==> src/pkg/asp_pkg.sv <==
// Purpose: constants and types shared by the async serial port core
// Assumes: AHB-Lite word registers, 16-bit data in the low bits
// Notes: offsets are byte addresses
package asp_pkg;
   localparam logic [7:0] OFS_DATA = 8'h00;
   localparam logic [7:0] OFS_CTRL = 8'h04;
   localparam logic [7:0] OFS_STAT = 8'h08;
   localparam logic [7:0] OFS_BAUD = 8'h0C;
   localparam int CTL_DIR_LO = 0;
   localparam int CTL_AUTOBAUD = 5;
   localparam int CTL_STOP2 = 6;
   localparam int CTL_IDLE_LVL = 7;
   localparam int CTL_RXIE = 8;
   localparam int CTL_DIM = 9;
   localparam int CTL_PORT_RST = 13;
   localparam int ST_PIN_LO = 0;
   localparam int ST_CHG_LO = 4;
   localparam int ST_RDY = 8;
   localparam int ST_FE = 10;
   localparam int ST_BRK = 13;
   localparam int ST_ADC = 14;
   localparam logic [15:0] CTRL_RST_VAL = 16'h0080;
   localparam logic [15:0] BAUD_RST_VAL = 16'h0001;
   localparam logic [15:0] BAUD_MIN = 16'h0001;
   localparam int DATA_BITS = 8;
   typedef enum {ASP_IDLE, ASP_START, ASP_DATA, ASP_STOP} asp_state_e;
endpackage

==> src/pkg/asp_pins_if.sv <==
// Purpose: general pin bundle between core and pin tracker
// Assumes: four pins, one clock
// Notes: oe_n low drives the pin
`timescale 1ns/100ps
interface asp_pins_if;
   logic [3:0] pin_in;
   logic [3:0] dir;
   logic clr;
   logic [3:0] clr_bits;
   logic hold;
   logic [3:0] changed;
   logic [3:0] level;
   modport core(output dir, clr, clr_bits, hold, input changed, level, pin_in);
   modport trk(input pin_in, dir, clr, clr_bits, hold, output changed, level);
endinterface

==> src/asp_core.sv <==
// Purpose: asynchronous serial port with AHB-Lite register access
// Assumes: one clock, pins synchronous to REF_CLK
// Notes: status flags clear by writing one to them; bit 8 clears on a data buffer read
// Functional notes
// - data buffer low byte holds characters
// - receiver shifts rx pin, loads buffer
// - transmitter shifts buffer byte onto tx
// - break sets status bit 13
// - control bit 5 enables autobaud
// - status bit 14 is autobaud done
// - control bits 0-3 set pin direction
// - bit rate from divisor register
// - control holds mode, stops, irq, idle, reset
// - status bit 8 new character ready
// - status bit 10 framing error
// - pin change raises irq, bit 9 masks
// - status bits 4-7 record pin changes
//
// Design decisions made here: register access over AHB-Lite and the address map.
`timescale 1ns/100ps
module asp_core
   import asp_pkg::*;
(
   input wire logic REF_CLK,
   input wire logic RST_B,
   input wire logic HSEL,
   input wire logic [7:0] HADDR,
   input wire logic [1:0] HTRANS,
   input wire logic HWRITE,
   input wire logic [2:0] HSIZE,
   input wire logic [31:0] HWDATA,
   input wire logic HREADY,
   output logic [31:0] HRDATA,
   output logic HREADYOUT,
   output logic HRESP,
   input wire logic RX_IN,
   output logic TX_OUT,
   input wire logic [3:0] GP_IN,
   output logic [3:0] GP_OUT,
   output logic [3:0] GP_OE_N,
   output logic SERIAL_PORT_IRQ
);
   asp_pins_if pins();
   logic wr_pend_reg;
   logic [7:0] wr_addr_reg;
   logic [15:0] async_port_control_reg;
   logic [15:0] baud_divisor_reg;
   logic [7:0] serial_data_buffer_reg;
   logic [7:0] tx_hold_reg;
   logic tx_full_reg;
   logic [3:0] gp_out_reg;
   logic rx_ready_flag_reg;
   logic framing_error_flag_reg;
   logic break_flag_reg;
   logic autobaud_done_reg;
   logic [31:0] hrdata_reg;
   logic port_rst;
   logic wr_fire;
   logic [15:0] wdat;
   logic rd_fire;
   logic rx_done;
   logic rx_fe;
   logic rx_brk;
   logic ab_done;
   logic [15:0] ab_count;
   logic tx_take;
   logic [15:0] status;

   function automatic logic hit(input logic [7:0] a, input logic [7:0] ofs);
      return a[7:2] == ofs[7:2];
   endfunction

   assign port_rst = !async_port_control_reg[CTL_PORT_RST];
   assign HREADYOUT = 1'b1;
   assign HRESP = 1'b0;
   assign HRDATA = hrdata_reg;
   assign wr_fire = wr_pend_reg;
   assign wdat = HWDATA[15:0];
   assign rd_fire = HSEL && HREADY && HTRANS[1] && !HWRITE;

   // bus: writes complete in the data phase, reads register the data
   always_ff @(posedge REF_CLK or negedge RST_B) begin
      if (!RST_B) begin
         wr_pend_reg <= 1'b0;
         wr_addr_reg <= 8'h00;
      end else begin
         wr_pend_reg <= HSEL && HREADY && HTRANS[1] && HWRITE;
         wr_addr_reg <= HADDR;
      end
   end

   always_ff @(posedge REF_CLK or negedge RST_B) begin
      if (!RST_B) begin
         async_port_control_reg <= CTRL_RST_VAL;
         baud_divisor_reg <= BAUD_RST_VAL;
      end else begin
         if (wr_fire && hit(wr_addr_reg, OFS_CTRL)) begin
            async_port_control_reg <= wdat;
         end
         if (wr_fire && hit(wr_addr_reg, OFS_BAUD)) begin
            baud_divisor_reg <= (wdat < BAUD_MIN) ? BAUD_MIN : wdat;
         end else if (ab_done) begin
            baud_divisor_reg <= ab_count;
         end
      end
   end

   // general pins
   assign pins.pin_in = GP_IN;
   assign pins.dir = async_port_control_reg[CTL_DIR_LO +: 4];
   assign pins.clr = wr_fire && hit(wr_addr_reg, OFS_STAT);
   assign pins.clr_bits = wdat[ST_CHG_LO +: 4];
   assign pins.hold = port_rst;
   asp_pin_track u_trk (
      .clk(REF_CLK),
      .rst_b(RST_B),
      .p(pins.trk)
   );

   always_ff @(posedge REF_CLK or negedge RST_B) begin
      if (!RST_B) begin
         gp_out_reg <= 4'h0;
      end else if (wr_fire && hit(wr_addr_reg, OFS_STAT)) begin
         gp_out_reg <= wdat[ST_PIN_LO +: 4];
      end
   end
   assign GP_OUT = gp_out_reg;
   assign GP_OE_N = ~async_port_control_reg[CTL_DIR_LO +: 4];

   // transmit holding: write to buffer queues a byte
   always_ff @(posedge REF_CLK or negedge RST_B) begin
      if (!RST_B) begin
         tx_hold_reg <= 8'h00;
         tx_full_reg <= 1'b0;
      end else if (port_rst) begin
         tx_full_reg <= 1'b0;
      end else if (wr_fire && hit(wr_addr_reg, OFS_DATA)) begin
         tx_hold_reg <= wdat[7:0];
         tx_full_reg <= 1'b1;
      end else if (tx_take) begin
         tx_full_reg <= 1'b0;
      end
   end

   // transmitter
   asp_state_e tx_state_reg;
   logic [7:0] tx_shift_reg;
   logic [15:0] tx_cnt_reg;
   logic [2:0] tx_bit_reg;
   logic tx_line_reg;
   logic tx_tick;
   assign tx_tick = tx_cnt_reg == 16'h0000;
   assign tx_take = tx_state_reg == ASP_IDLE && tx_full_reg;
   always_ff @(posedge REF_CLK or negedge RST_B) begin
      if (!RST_B) begin
         tx_state_reg <= ASP_IDLE;
         tx_shift_reg <= 8'h00;
         tx_cnt_reg <= 16'h0000;
         tx_bit_reg <= 3'h0;
         tx_line_reg <= 1'b1;
      end else if (port_rst) begin
         tx_state_reg <= ASP_IDLE;
         tx_line_reg <= async_port_control_reg[CTL_IDLE_LVL];
      end else begin
         tx_cnt_reg <= tx_tick ? baud_divisor_reg - 16'h0001 : tx_cnt_reg - 16'h0001;
         case (tx_state_reg)
            ASP_IDLE: begin
               tx_line_reg <= async_port_control_reg[CTL_IDLE_LVL];
               if (tx_full_reg) begin
                  tx_shift_reg <= tx_hold_reg;
                  tx_line_reg <= 1'b0;
                  tx_cnt_reg <= baud_divisor_reg - 16'h0001;
                  tx_state_reg <= ASP_DATA;
                  tx_bit_reg <= 3'h0;
               end
            end
            ASP_DATA: begin
               if (tx_tick) begin
                  tx_line_reg <= tx_shift_reg[0];
                  tx_shift_reg <= {1'b0, tx_shift_reg[7:1]};
                  tx_bit_reg <= tx_bit_reg + 3'h1;
                  if (tx_bit_reg == 3'h7) begin
                     tx_state_reg <= ASP_STOP;
                     tx_bit_reg <= 3'h0;
                  end
               end
            end
            ASP_STOP: begin
               if (tx_tick) begin
                  tx_line_reg <= 1'b1;
                  tx_bit_reg <= tx_bit_reg + 3'h1;
                  if (tx_bit_reg == (async_port_control_reg[CTL_STOP2] ? 3'h2 : 3'h1)) begin
                     tx_state_reg <= ASP_IDLE;
                  end
               end
            end
            default: tx_state_reg <= ASP_IDLE;
         endcase
      end
   end
   assign TX_OUT = tx_line_reg;

   // receiver: samples mid-bit; all-zero frame counts as break
   asp_state_e rx_state_reg;
   logic [7:0] rx_shift_reg;
   logic [15:0] rx_cnt_reg;
   logic [2:0] rx_bit_reg;
   logic rx_prev_reg;
   logic rx_tick;
   assign rx_tick = rx_cnt_reg == 16'h0000;
   always_ff @(posedge REF_CLK or negedge RST_B) begin
      if (!RST_B) begin
         rx_state_reg <= ASP_IDLE;
         rx_shift_reg <= 8'h00;
         rx_cnt_reg <= 16'h0000;
         rx_bit_reg <= 3'h0;
         rx_prev_reg <= 1'b1;
      end else begin
         rx_prev_reg <= RX_IN;
         rx_cnt_reg <= rx_tick ? baud_divisor_reg - 16'h0001 : rx_cnt_reg - 16'h0001;
         if (port_rst) begin
            rx_state_reg <= ASP_IDLE;
         end else begin
            case (rx_state_reg)
               ASP_IDLE: begin
                  if (rx_prev_reg && !RX_IN && !async_port_control_reg[CTL_AUTOBAUD]) begin
                     rx_cnt_reg <= {1'b0, baud_divisor_reg[15:1]};
                     rx_state_reg <= ASP_START;
                  end
               end
               ASP_START: begin
                  if (rx_tick) begin
                     rx_state_reg <= RX_IN ? ASP_IDLE : ASP_DATA;
                     rx_bit_reg <= 3'h0;
                  end
               end
               ASP_DATA: begin
                  if (rx_tick) begin
                     rx_shift_reg <= {RX_IN, rx_shift_reg[7:1]};
                     rx_bit_reg <= rx_bit_reg + 3'h1;
                     if (rx_bit_reg == 3'h7) begin
                        rx_state_reg <= ASP_STOP;
                     end
                  end
               end
               ASP_STOP: begin
                  if (rx_tick) begin
                     rx_state_reg <= ASP_IDLE;
                  end
               end
               default: rx_state_reg <= ASP_IDLE;
            endcase
         end
      end
   end
   assign rx_done = !port_rst && rx_state_reg == ASP_STOP && rx_tick;
   assign rx_fe = rx_done && !RX_IN;
   assign rx_brk = rx_fe && rx_shift_reg == 8'h00;

   // autobaud: measure start bit width while enabled
   logic ab_run_reg;
   logic [15:0] ab_cnt_reg;
   assign ab_count = ab_cnt_reg;
   assign ab_done = ab_run_reg && RX_IN && !port_rst;
   always_ff @(posedge REF_CLK or negedge RST_B) begin
      if (!RST_B) begin
         ab_run_reg <= 1'b0;
         ab_cnt_reg <= 16'h0001;
      end else if (port_rst || !async_port_control_reg[CTL_AUTOBAUD]) begin
         ab_run_reg <= 1'b0;
      end else if (!ab_run_reg && !autobaud_done_reg && rx_prev_reg && !RX_IN) begin
         // one measurement until the done flag is cleared: later low data bits would retrain
         ab_run_reg <= 1'b1;
         ab_cnt_reg <= 16'h0001;
      end else if (ab_done) begin
         ab_run_reg <= 1'b0;
      end else if (ab_run_reg && ab_cnt_reg != 16'hFFFF) begin
         ab_cnt_reg <= ab_cnt_reg + 16'h0001;
      end
   end

   // status flags: set wins over write-one-to-clear
   logic st_clr;
   assign st_clr = wr_fire && hit(wr_addr_reg, OFS_STAT);
   always_ff @(posedge REF_CLK or negedge RST_B) begin
      if (!RST_B) begin
         rx_ready_flag_reg <= 1'b0;
         framing_error_flag_reg <= 1'b0;
         break_flag_reg <= 1'b0;
         autobaud_done_reg <= 1'b0;
         serial_data_buffer_reg <= 8'h00;
      end else if (port_rst) begin
         rx_ready_flag_reg <= 1'b0;
         framing_error_flag_reg <= 1'b0;
         break_flag_reg <= 1'b0;
         autobaud_done_reg <= 1'b0;
      end else begin
         if (rx_done) begin
            serial_data_buffer_reg <= rx_shift_reg;
            rx_ready_flag_reg <= 1'b1;
         end else if (rd_fire && hit(HADDR, OFS_DATA)) begin
            rx_ready_flag_reg <= 1'b0;
         end
         if (rx_fe) begin
            framing_error_flag_reg <= 1'b1;
         end else if (st_clr && wdat[ST_FE]) begin
            framing_error_flag_reg <= 1'b0;
         end
         if (rx_brk) begin
            break_flag_reg <= 1'b1;
         end else if (st_clr && wdat[ST_BRK]) begin
            break_flag_reg <= 1'b0;
         end
         if (ab_done) begin
            autobaud_done_reg <= 1'b1;
         end else if (st_clr && wdat[ST_ADC]) begin
            autobaud_done_reg <= 1'b0;
         end
      end
   end

   always_comb begin
      status = 16'h0000;
      status[ST_PIN_LO +: 4] = pins.level;
      status[ST_CHG_LO +: 4] = pins.changed;
      status[ST_RDY] = rx_ready_flag_reg;
      status[ST_FE] = framing_error_flag_reg;
      status[ST_BRK] = break_flag_reg;
      status[ST_ADC] = autobaud_done_reg;
   end

   always_ff @(posedge REF_CLK or negedge RST_B) begin
      if (!RST_B) begin
         hrdata_reg <= 32'h0000_0000;
      end else if (rd_fire) begin
         if (hit(HADDR, OFS_DATA)) begin
            hrdata_reg <= {24'h00_0000, serial_data_buffer_reg};
         end else if (hit(HADDR, OFS_CTRL)) begin
            hrdata_reg <= {16'h0000, async_port_control_reg};
         end else if (hit(HADDR, OFS_STAT)) begin
            hrdata_reg <= {16'h0000, status};
         end else if (hit(HADDR, OFS_BAUD)) begin
            hrdata_reg <= {16'h0000, baud_divisor_reg};
         end else begin
            hrdata_reg <= 32'h0000_0000;
         end
      end
   end

   assign SERIAL_PORT_IRQ = (|pins.changed && !async_port_control_reg[CTL_DIM]) ||
      (rx_ready_flag_reg && async_port_control_reg[CTL_RXIE]);
endmodule

==> src/asp_pin_track.sv <==
// Purpose: tracks level changes on the general pins
// Assumes: pins synchronous to clock
// Notes: set wins over clear
`timescale 1ns/100ps
module asp_pin_track
   import asp_pkg::*;
(
   input wire logic clk,
   input wire logic rst_b,
   asp_pins_if.trk p
);
   logic [3:0] prev_reg;
   logic [3:0] chg_reg;

   assign p.level = prev_reg;
   assign p.changed = chg_reg;

   always_ff @(posedge clk or negedge rst_b) begin
      if (!rst_b) begin
         prev_reg <= 4'h0;
      end else begin
         prev_reg <= p.pin_in;
      end
   end

   genvar i;
   generate
      for (i = 0; i < 4; i++) begin : g_bit
         always_ff @(posedge clk or negedge rst_b) begin
            if (!rst_b) begin
               chg_reg[i] <= 1'b0;
            end else if (p.hold) begin
               chg_reg[i] <= 1'b0;
            end else if (p.pin_in[i] != prev_reg[i]) begin
               chg_reg[i] <= 1'b1;
            end else if (p.clr && p.clr_bits[i]) begin
               chg_reg[i] <= 1'b0;
            end
         end
      end
   endgenerate
endmodule

==> config.mk <==
export PLATFORM = sky130hd
export DESIGN_NAME = asp_core
export DESIGN_NICKNAME = d
export VERILOG_FILES = /design/src/pkg/asp_pkg.sv /design/src/pkg/asp_pins_if.sv /design/src/asp_core.sv /design/src/asp_pin_track.sv
export SDC_FILE = /design/constraint.sdc
export NUM_CORES = 1
export LEC_CHECK = 0
export ABC_AREA = 1
export BUFFER_PORTS_ARGS = -buffer_cell sky130_fd_sc_hd__buf_2
export CAP_MARGIN = 40
export CORE_UTILIZATION = 30
export DETAILED_ROUTE_END_ITERATION = 8
export GPL_ROUTABILITY_DRIVEN = 0
export PLACE_DENSITY_LB_ADDON = 0.15
export SLEW_MARGIN = 40
export SYNTH_ARGS = -nofsm -noshare
export SYNTH_HDL_FRONTEND = slang
export SYNTH_SLANG_ARGS = --single-unit
==> constraint.sdc <==
create_clock -name REF_CLK -period 4.6 [get_ports REF_CLK]
set_input_delay 0.23 -clock REF_CLK [delete_from_list [all_inputs] [get_ports REF_CLK]]
set_output_delay 0.23 -clock REF_CLK [all_outputs]
set_load 0.1 [all_outputs]
==> results of run 1 <==
-- power by group through the flow --
stage	clock (W)	sequential (W)	combinational (W)
6_report	0.00140	0.00210	0.00174
5_1_grt	0.00148	0.00214	0.00198
4_1_cts	0.00143	0.00209	0.00175
3_5_place_dp	0	0.00212	0.00173
3_3_place_gp	0	0.00212	0.00173
2_1_floorplan	0	0.00209	0.00128
-- critical path, stage by stage, from the launching register on --
cell and delay (ps):
dfrtp_1 330, buf_4 370, nand3_2 520, nand2_1 230, a21oi_2 100, o21ai_4 270
inv_2 180, nand2_1 90, o21ai_1 60
-- kinds of logic after synthesis --
kind of cell	synth area share
compound gates	0.120
xor+xnor	0.0207
fa+ha+maj	0.0134
buf+inv	0.0919
flops	0.445
mux	0.00753
other cells	0.000807
simple gates	0.301
-- per-stage QoR --
stage	power [W]	util	instances	area, µm²
after detailed placement	0.00385	0.325	1668	9920
after CTS	0.00528	0.349	1715	10600
final	0.00524	0.349	1715	10600
after global placement	0.00385	0.324	1666	9890
after floorplan	0.00337	-	1260	9360
after global routing	0.00561	0.349	1715	10600
-- layout by cell type, fill, tap and decap left out, types with 5 or more instances in the layout --
| cell type | synthesis | routed |
|---|---|---|
| nand2_1 | 340 | 340 |
| dfrtp_1 | 160 | 160 |
| inv_1 | 136 | 136 |
| nor2_1 | 136 | 136 |
| nand3_1 | 107 | 106 |
| o21ai_0 | 95 | 95 |
| buf_2 | 7 | 57 |
| o21ai_1 | 26 | 26 |
| o211ai_1 | 19 | 19 |
| conb_1 | 2 | 18 |
| a21oi_1 | 17 | 17 |
| nand4_1 | 17 | 17 |
| clkbuf_16 | 0 | 17 |
| o22ai_1 | 16 | 16 |
| dlygate4sd3_1 | 0 | 15 |
| xor2_1 | 11 | 11 |
| xnor2_1 | 11 | 11 |
| ha_1 | 10 | 10 |
| nor2_2 | 9 | 9 |
| nor3_1 | 10 | 9 |
| o21ai_2 | 9 | 9 |
| mux2i_1 | 7 | 7 |
| inv_2 | 6 | 6 |
| dfstp_2 | 5 | 5 |
| or2_2 | 5 | 5 |
| clkinvlp_4 | 0 | 5 |
-- layer usage --
metal / share of wire / track usage / vias up / routed length [µm]
li1: - / - / 4118 / -
met1: 0.48 / 0.252 / 3760 / 13300
met2: 0.47 / 0.298 / 140 / 13000
met3: 0.028 / 0.0279 / 24 / 779
met4: 0.017 / 0.0502 / 0 / 469
met5: 0 / 0 / - / 0
-- cell type report --
cell class	instances	area (µm²)
clock inverters	13	124
inverters	143	537
flip-flops and latches	165	4140
multi-input cells	899	4380
clock buffers	19	443
repair buffers	80	519
fillers	3251	19900
well taps	396	495
-- path summary, 6_finish.rpt --
| path | slack, ps | endpoint | start |
|---|---|---|---|
| max | 2330 | ab_cnt_reg[6]$_DFFE_PN0P_ | async_port_control_reg[13]$_DFFE_PN0P_ |
| min | 8 | async_port_control_reg[1]$_DFFE_PN0P_ | HWDATA[1] |
| max reg2reg | 2330 | ab_cnt_reg[6]$_DFFE_PN0P_ | async_port_control_reg[13]$_DFFE_PN0P_ |
| min reg2reg | 480 | serial_data_buffer_reg[1]$_DFFE_PN0P_ | serial_data_buffer_reg[1]$_DFFE_PN0P_ |
| max in group asynchronous | 3280 | tx_bit_reg[2]$_DFFE_PN0P_ | RST_B |
| min in group asynchronous | 280 | HRDATA[10]$_DFFE_PN0P_ | RST_B |
==> impl_metrics.json, run 1 <==
{
  "status": "finished, final reports clean",
  "nNetsFinal": 1371,
  "htree_num_levels": 4,
  "ioPinCount": 99,
  "postCtsSetupBuffers": 0,
  "tightest_slew_ps": 740,
  "antenna_cells": 0,
  "ctsHoldBuffers": 15,
  "cts_resized": 0,
  "coreArea_um2": 30500,
  "p_leak_nw": 5.13,
  "swShare": 0.414,
  "synth_top_cell_by_area": "dfrtp_1",
  "fin_ws_ps": 2330,
  "routedWlPerCell_um": 16.0,
  "cts_buffer_depth": 2,
  "antenna_found_initial": 0,
  "die_w_um": 178,
  "cts_sinks": 165,
  "wirelength_um": 27500,
  "final-setup-viol-count": 0,
  "synth_seq_area_share": 0.445,
  "ys_async_sr_fraction": 1.00,
  "path_class": "flip-flop to flip-flop",
  "finalSetupTns_ps": 0,
  "slew_headroom": 0.506,
  "r2r_cells": 8,
  "crit_required_ps": 4920,
  "grt_max_degree": 131,
  "synth_area_per_cell_um2": 7.48,
  "clkPwrFrac": 0.268,
  "synth.most_common_cell": "nand2_1",
  "clkLatencyLatePin_ps": 440,
  "numCtsBuffers": 17,
  "powerDensity_nw_per_um2": 492,
  "rsz0062_at_grt": "false",
  "path_clk_slew_ps": 70,
  "synthesis.area_um2": 9300,
  "end_kind": "flip-flop",
  "gr-total-overflow": 0,
  "hold_viol": 0,
  "num_vias": 8042,
  "grt_pass1_wl_um": 43800,
  "fp.dieH_um": 178,
  "whs_ps": 7.72,
  "pwr-share-comb": 0.332,
  "timing.fmax_mhz": 440,
  "slew_viol_final": 0,
  "ys_ff_latch": 165,
  "path_max_fanout": 35,
  "start_util": 0.305,
  "die_area_um2": 31700,
  "yosysUniqueCellTypes": 46,
  "maxCapViolations": 0,
  "placementRows": 64,
  "cp.arrival_ps": 2600,
  "hpwl_um": 20200,
  "via_per_inst": 4.69,
  "areaGrowthSynthToFinish_pct": 14.3,
  "switching_power_w": 0.00217,
  "hold_depth": 3,
  "antenna_left": 0,
  "cts_tree": "yes",
  "period_share": 0.494,
  "place_ws_ps": 2320,
  "yosysTopAreaCellShare": 0.430,
  "grt_pass1_vias": 7749,
  "synthTopCellsByCount": "nand2_1 (340), dfrtp_1 (160), inv_1 (136), nor2_1 (136), nand3_1 (107)",
  "synthTopCellsByArea": "dfrtp_1 (43%), nand2_1 (14%), nand3_1 (5.8%)",
  "track_usage": 0.183,
  "clock_skew_ps": 13.6,
  "ir_drop_mv": 0.276,
  "hold_class": "input port to flip-flop",
  "cts_root_buffer": "clkbuf_16",
  "internal_power_w": 0.00307,
  "setup.worst_path.start_class": "flip-flop",
  "drive_above_1_share": 0.114,
  "drt_drc_violations_left": 0,
  "synth_edf_count": 0,
  "dr.first_iter.drc_count": 567,
  "syn_inst": 1244,
  "io_buffer_count": 58,
  "yosys_warnings": 0,
  "fin_crit_ps": 2270,
  "synthFlopType": "dfrtp_1",
  "drt_first_pass_iters": 5,
  "share_seq_of_total_power": 0.401
}
(Power assumes the default switching activity.)
==> run 2, diff against run 1 <==
==> constraint.sdc (replaced) <==
create_clock -name REF_CLK -period 2.2 [get_ports REF_CLK]
set_input_delay 0.11 -clock REF_CLK [delete_from_list [all_inputs] [get_ports REF_CLK]]
set_output_delay 0.11 -clock REF_CLK [all_outputs]
set_load 0.1 [all_outputs]
==> run 2 against run 1 <==
Compared with the run above: hold slack better by 83 ps; largest power group unchanged; utilization up 1.1 points; clock skew down 1.4 ps; setup slack worse by 2100 ps; die area unchanged; register-to-register slack worse by 2100 ps; sequential share of layout area down 1.2 points; via count up 2.1%; routed wire length up 1.4%; largest cell class unchanged; cell count up 1.9%; cell area up 3.1%.
==> impl_metrics.json, run 2 (synthesis results as in run 1) <==
{
  "status": "finished, final reports clean",
  "path_clk_slew_ps": 70,
  "io_buffer_count": 58,
  "ctsHoldBuffers": 29,
  "track_usage": 0.186,
  "num_vias": 8212,
  "clkLatencyLatePin_ps": 440,
  "dr.first_iter.drc_count": 521,
  "hpwl_um": 20500,
  "mostFrequentLayoutCell": "nand2_1",
  "finalPower_w": 0.0114,
  "cts_tree": "yes",
  "tightest_slew_ps": 601,
  "clock_skew_ps": 12.2,
  "final-setup-viol-count": 0,
  "slew_viol_final": 0,
  "ioPinCount": 99,
  "fp.dieH_um": 178,
  "crit_required_ps": 2500,
  "crit_chain": "inv_1 > ha_1 > nand2_1 > nor2_1 > nor2_1 > nor2_1 > nand2_1 > nand3_1 > o21ai_0",
  "critPathSlowestCell": "dfstp_2",
  "finalSetupTns_ps": 0,
  "place_ws_ps": 222,
  "antenna_left": 0,
  "fin_ws_ps": 188,
  "crit_top_cell": "nor2_1",
  "cts_sinks": 165,
  "rsz0062_at_grt": "false",
  "areaGrowthSynthToFinish_pct": 17.9,
  "ir_drop_mv": 0.714,
  "hold_viol": 0,
  "wirelength_um": 27900,
  "antenna_cells": 0,
  "grt_pass1_wl_um": 44500,
  "placementRows": 64,
  "cts_root_buffer": "clkbuf_16",
  "start_util": 0.305,
  "postCtsSetupBuffers": 0,
  "antenna_found_initial": 0,
  "timing.fmax_mhz": 497,
  "fillCellCount": 3215,
  "p_leak_nw": 5.32,
  "powerDensity_nw_per_um2": 1040,
  "path_max_fanout": 6,
  "drt_first_pass_iters": 6,
  "max_stage_delay_ps": 380,
  "slew_headroom": 0.598,
  "cp.arrival_ps": 2310,
  "die_w_um": 178,
  "design_area_um2": 11000,
  "routedWlPerCell_um": 16.0,
  "maxCapViolations": 0,
  "grt_max_degree": 52,
  "die_area_um2": 31700,
  "gr-total-overflow": 0,
  "path_class": "flip-flop to flip-flop",
  "htree_num_levels": 4,
  "cts_buffer_depth": 2,
  "placed_area_um2": 10100,
  "layout_common_cells": "nand2_1 (340), dfrtp_1 (160), inv_1 (136), nor2_1 (136), nand3_1 (107)",
  "nNetsFinal": 1403,
  "numCtsBuffers": 17,
  "coreArea_um2": 30500,
  "period_share": 0.915,
  "via_per_inst": 4.70,
  "end_kind": "flip-flop",
  "fin_crit_ps": 2010,
  "hold_class": "input port to flip-flop",
  "drt_drc_violations_left": 0,
  "cts_resized": 0,
  "setup.worst_path.start_class": "flip-flop",
  "grt_pass1_vias": 7816,
  "post-route-util": 0.360,
  "drive_above_1_share": 0.124
}
-- run 2: critical path, delay by kind of cell (launching register included) --
family	cells	cell delay, ps
simple gates	6	850
flops	1	380
buf+inv	1	280
fa+ha+maj	1	280
compound gates	1	90
-- run 2: final timing paths --
check / slack, ps / startpoint / to / cells after the start
min in group asynchronous: 170 / RST_B / rx_cnt_reg[15]$_DFF_PN0_ / 2
setup / recovery: 190 / baud_divisor_reg[0]$_DFFE_PN1P_ / tx_cnt_reg[8]$_DFFE_PN0P_ / 9
setup reg to reg: 190 / baud_divisor_reg[0]$_DFFE_PN1P_ / tx_cnt_reg[8]$_DFFE_PN0P_ / 9
max in group asynchronous: 1250 / RST_B / ab_cnt_reg[0]$_DFFE_PN1P_ / 3
hold reg to reg: 480 / rx_bit_reg[0]$_DFFE_PN0P_ / rx_bit_reg[0]$_DFFE_PN0P_ / 1
hold / removal: 90 / HWDATA[4] / async_port_control_reg[4]$_DFFE_PN0P_ / 3
-- run 2: metrics by stage --
stage                     hold slack [ps]  cells
after floorplan                      -186   1260
after global placement               86.0   1686
after detailed placement             88.3   1686
after CTS                             105   1747
after global routing                  125   1747
final                                90.8   1747
-- run 2: layout make-up --
type                            count  area [µm²]  area share
Multi-Input combinational cell    899        4380       0.399
Sequential cell                   165        4140       0.377
Timing Repair Buffer              112         800      0.0729
Inverter                          143         537      0.0489
Tap cell                          396         495      0.0452
Clock buffer                       18         439      0.0400
Clock inverter                     14         186      0.0170
-- run 2: layer usage --
layer / track usage / part of all wire / vias up
li1: - / - / 4174
met1: 0.252 / 0.47 / 3839
met2: 0.310 / 0.48 / 179
met3: 0.0264 / 0.032 / 20
met4: 0.0502 / 0.014 / 0
met5: 0 / 0 / -
-- run 2: power breakdown --
group,switching (W),internal (W)
combinational,0.00254,0.00124
sequential,0.000698,0.00367
clock,0.00145,0.00177
==> run 3, diff against run 2 <==
--- a/config.mk
+++ b/config.mk
@@ -11,7 +11,7 @@
 export CORE_UTILIZATION = 30
 export DETAILED_ROUTE_END_ITERATION = 8
 export GPL_ROUTABILITY_DRIVEN = 0
-export PLACE_DENSITY_LB_ADDON = 0.15
+export PLACE_DENSITY = 0.42
 export SLEW_MARGIN = 40
 export SYNTH_ARGS = -nofsm -noshare
 export SYNTH_HDL_FRONTEND = slang
==> run 3 against run 2 <==
Compared with the run above: sequential share of layout area barely moved; setup slack improved by 43 ps; clock skew up 5.9 ps; sequential cell count is the same; routed wire length increased by 4.3%; utilization is essentially flat; first-iteration DRC count decreased by 14%; clock power barely moved; power is 0.67% higher; global-route usage is 0.86 points higher; clock-buffer cell count up 1; via count rose by 1.5%.
==> impl_metrics.json, run 3 (synthesis results as in run 1) <==
{
  "io_buffer_count": 58,
  "hold_class": "input port to flip-flop",
  "drive_above_1_share": 0.125,
  "wirelength_um": 29100,
  "fin_crit_ps": 1970,
  "final-setup-viol-count": 0,
  "slew_viol_final": 0,
  "clkLatencyLatePin_ps": 450,
  "ir_drop_mv": 0.710,
  "timing.fmax_mhz": 508,
  "ioPinCount": 99,
  "track_usage": 0.195,
  "end_kind": "flip-flop",
  "placementRows": 64,
  "antenna_left": 0,
  "clock_skew_ps": 18.1,
  "period_share": 0.895,
  "postCtsSetupBuffers": 0,
  "path_class": "flip-flop to flip-flop",
  "cts_root_buffer": "clkbuf_16",
  "grt_pass1_wl_um": 46400,
  "grt_pass1_vias": 8196,
  "die_w_um": 178,
  "multiInputGateArea_um2": 4380,
  "met2_usage": 0.321,
  "cp.arrival_ps": 2290,
  "finalPower_w": 0.0114,
  "setup.worst_path.start": "ab_cnt_reg[0]$_DFFE_PN1P_",
  "crit_required_ps": 2520,
  "grt_most_used_layer": "met2",
  "areaGrowthSynthToFinish_pct": 18.0,
  "grt_max_degree": 58,
  "fillCellCount": 3255,
  "powerDensity_nw_per_um2": 1040,
  "finalSetupTns_ps": 0,
  "fp.dieH_um": 178,
  "maxCapViolations": 0,
  "path_clk_slew_ps": 80,
  "hpwl_um": 21600,
  "start_util": 0.305,
  "cts_buffer_depth": 2,
  "place_inst": 1689,
  "drt_drc_violations_left": 0,
  "antenna_found_initial": 0,
  "via_per_inst": 4.76,
  "rsz0062_at_grt": "false",
  "setup.worst_path.start_class": "flip-flop",
  "holdCritStartpoint": "HWDATA[4]",
  "tightest_slew_ps": 606,
  "cts_tree": "yes",
  "cts_sinks": 165,
  "coreArea_um2": 30500,
  "routedWlPerCell_um": 16.6,
  "r2r_start": "ab_cnt_reg[0]$_DFFE_PN1P_",
  "gr-total-overflow": 0,
  "slew_headroom": 0.596,
  "regArea_um2": 4140,
  "p_leak_nw": 5.31,
  "htree_num_levels": 4,
  "drt_first_pass_iters": 5,
  "hold_viol": 0,
  "antenna_cells": 0,
  "nNetsFinal": 1406,
  "mostFrequentLayoutCell": "nand2_1",
  "num_vias": 8332,
  "numCtsBuffers": 17,
  "status": "finished, final reports clean",
  "dr.first_iter.drc_count": 449,
  "path_max_fanout": 12,
  "layout_common_cells": "nand2_1 (340), dfrtp_1 (160), inv_1 (136), nor2_1 (136), nand3_1 (107)",
  "use_met3": 0.0275,
  "die_area_um2": 31700,
  "use_met1": 0.265,
  "final_cell_count_no_fill": 1750
}
## run 3: cell count changes in the layout (fill, tap and decap cells not counted)
cell	change
clkbuf_1	+2
inv_6	+1
clkbuf_8	-1
clkinvlp_4	+2
clkinv_4	-2
buf_12	+1
inv_8	-1
clkinv_8	-1
buf_4	+2
## run 3: what timing repair did
action	in CTS	in global routing
endpoints found under the hold margin	79	0
gates resized for setup	0	0
hold buffers	29	0
## run 3: power by group
part           leakage, nW  switching, W  internal [W]
combinational         3.06       0.00258       0.00126
clock                0.282       0.00147       0.00172
sequential            1.97      0.000731       0.00367
## run 3: final timing paths
| path | to | slack [ps] | cells past startpoint |
|---|---|---|---|
| min in group asynchronous | tx_cnt_reg[1]$_DFFE_PN0P_ | 220 | 2 |
| max in group asynchronous | ab_cnt_reg[0]$_DFFE_PN1P_ | 1230 | 3 |
| setup reg to reg | ab_cnt_reg[13]$_DFFE_PN0P_ | 230 | 7 |
| hold / removal | tx_hold_reg[4]$_DFFE_PN0P_ | 100 | 3 |
| hold reg to reg | HRDATA[11]$_DFFE_PN0P_ | 480 | 2 |
| setup / recovery | ab_cnt_reg[13]$_DFFE_PN0P_ | 230 | 7 |
## run 3: layout make-up
class                           instances  area share
Clock buffer                           19      0.0394
Tap cell                              396      0.0451
Clock inverter                         13      0.0150
Inverter                              143      0.0489
Timing Repair Buffer                  115      0.0760
Sequential cell                       165       0.377
Multi-Input combinational cell        899       0.399
## run 3: critical path: stages (launching register included)
cell,delay [ps]
dfstp_2,590
ha_1,320
nand3_4,140
nor2_4,160
nand3_2,100
o21ai_4,200
buf_4,220
o21ai_0,120
## run 3: per-stage QoR
stage	utilization	setup WS [ps]	instance area, µm²	hold WS (ps)
after global placement	0.331	274	10100	155
after CTS	0.360	225	11000	105
after floorplan	-	231	9360	-186
after detailed placement	0.331	224	10100	154
final	0.360	230	11000	95.8
after global routing	0.360	88.8	11000	123
## run 3: metal layers
metal  share of wire  vias to the layer above
met1            0.48                     3970
met2            0.48                      150
met4           0.014                        0
met3           0.028                       29
met5               0                        -
li1                -                     4183
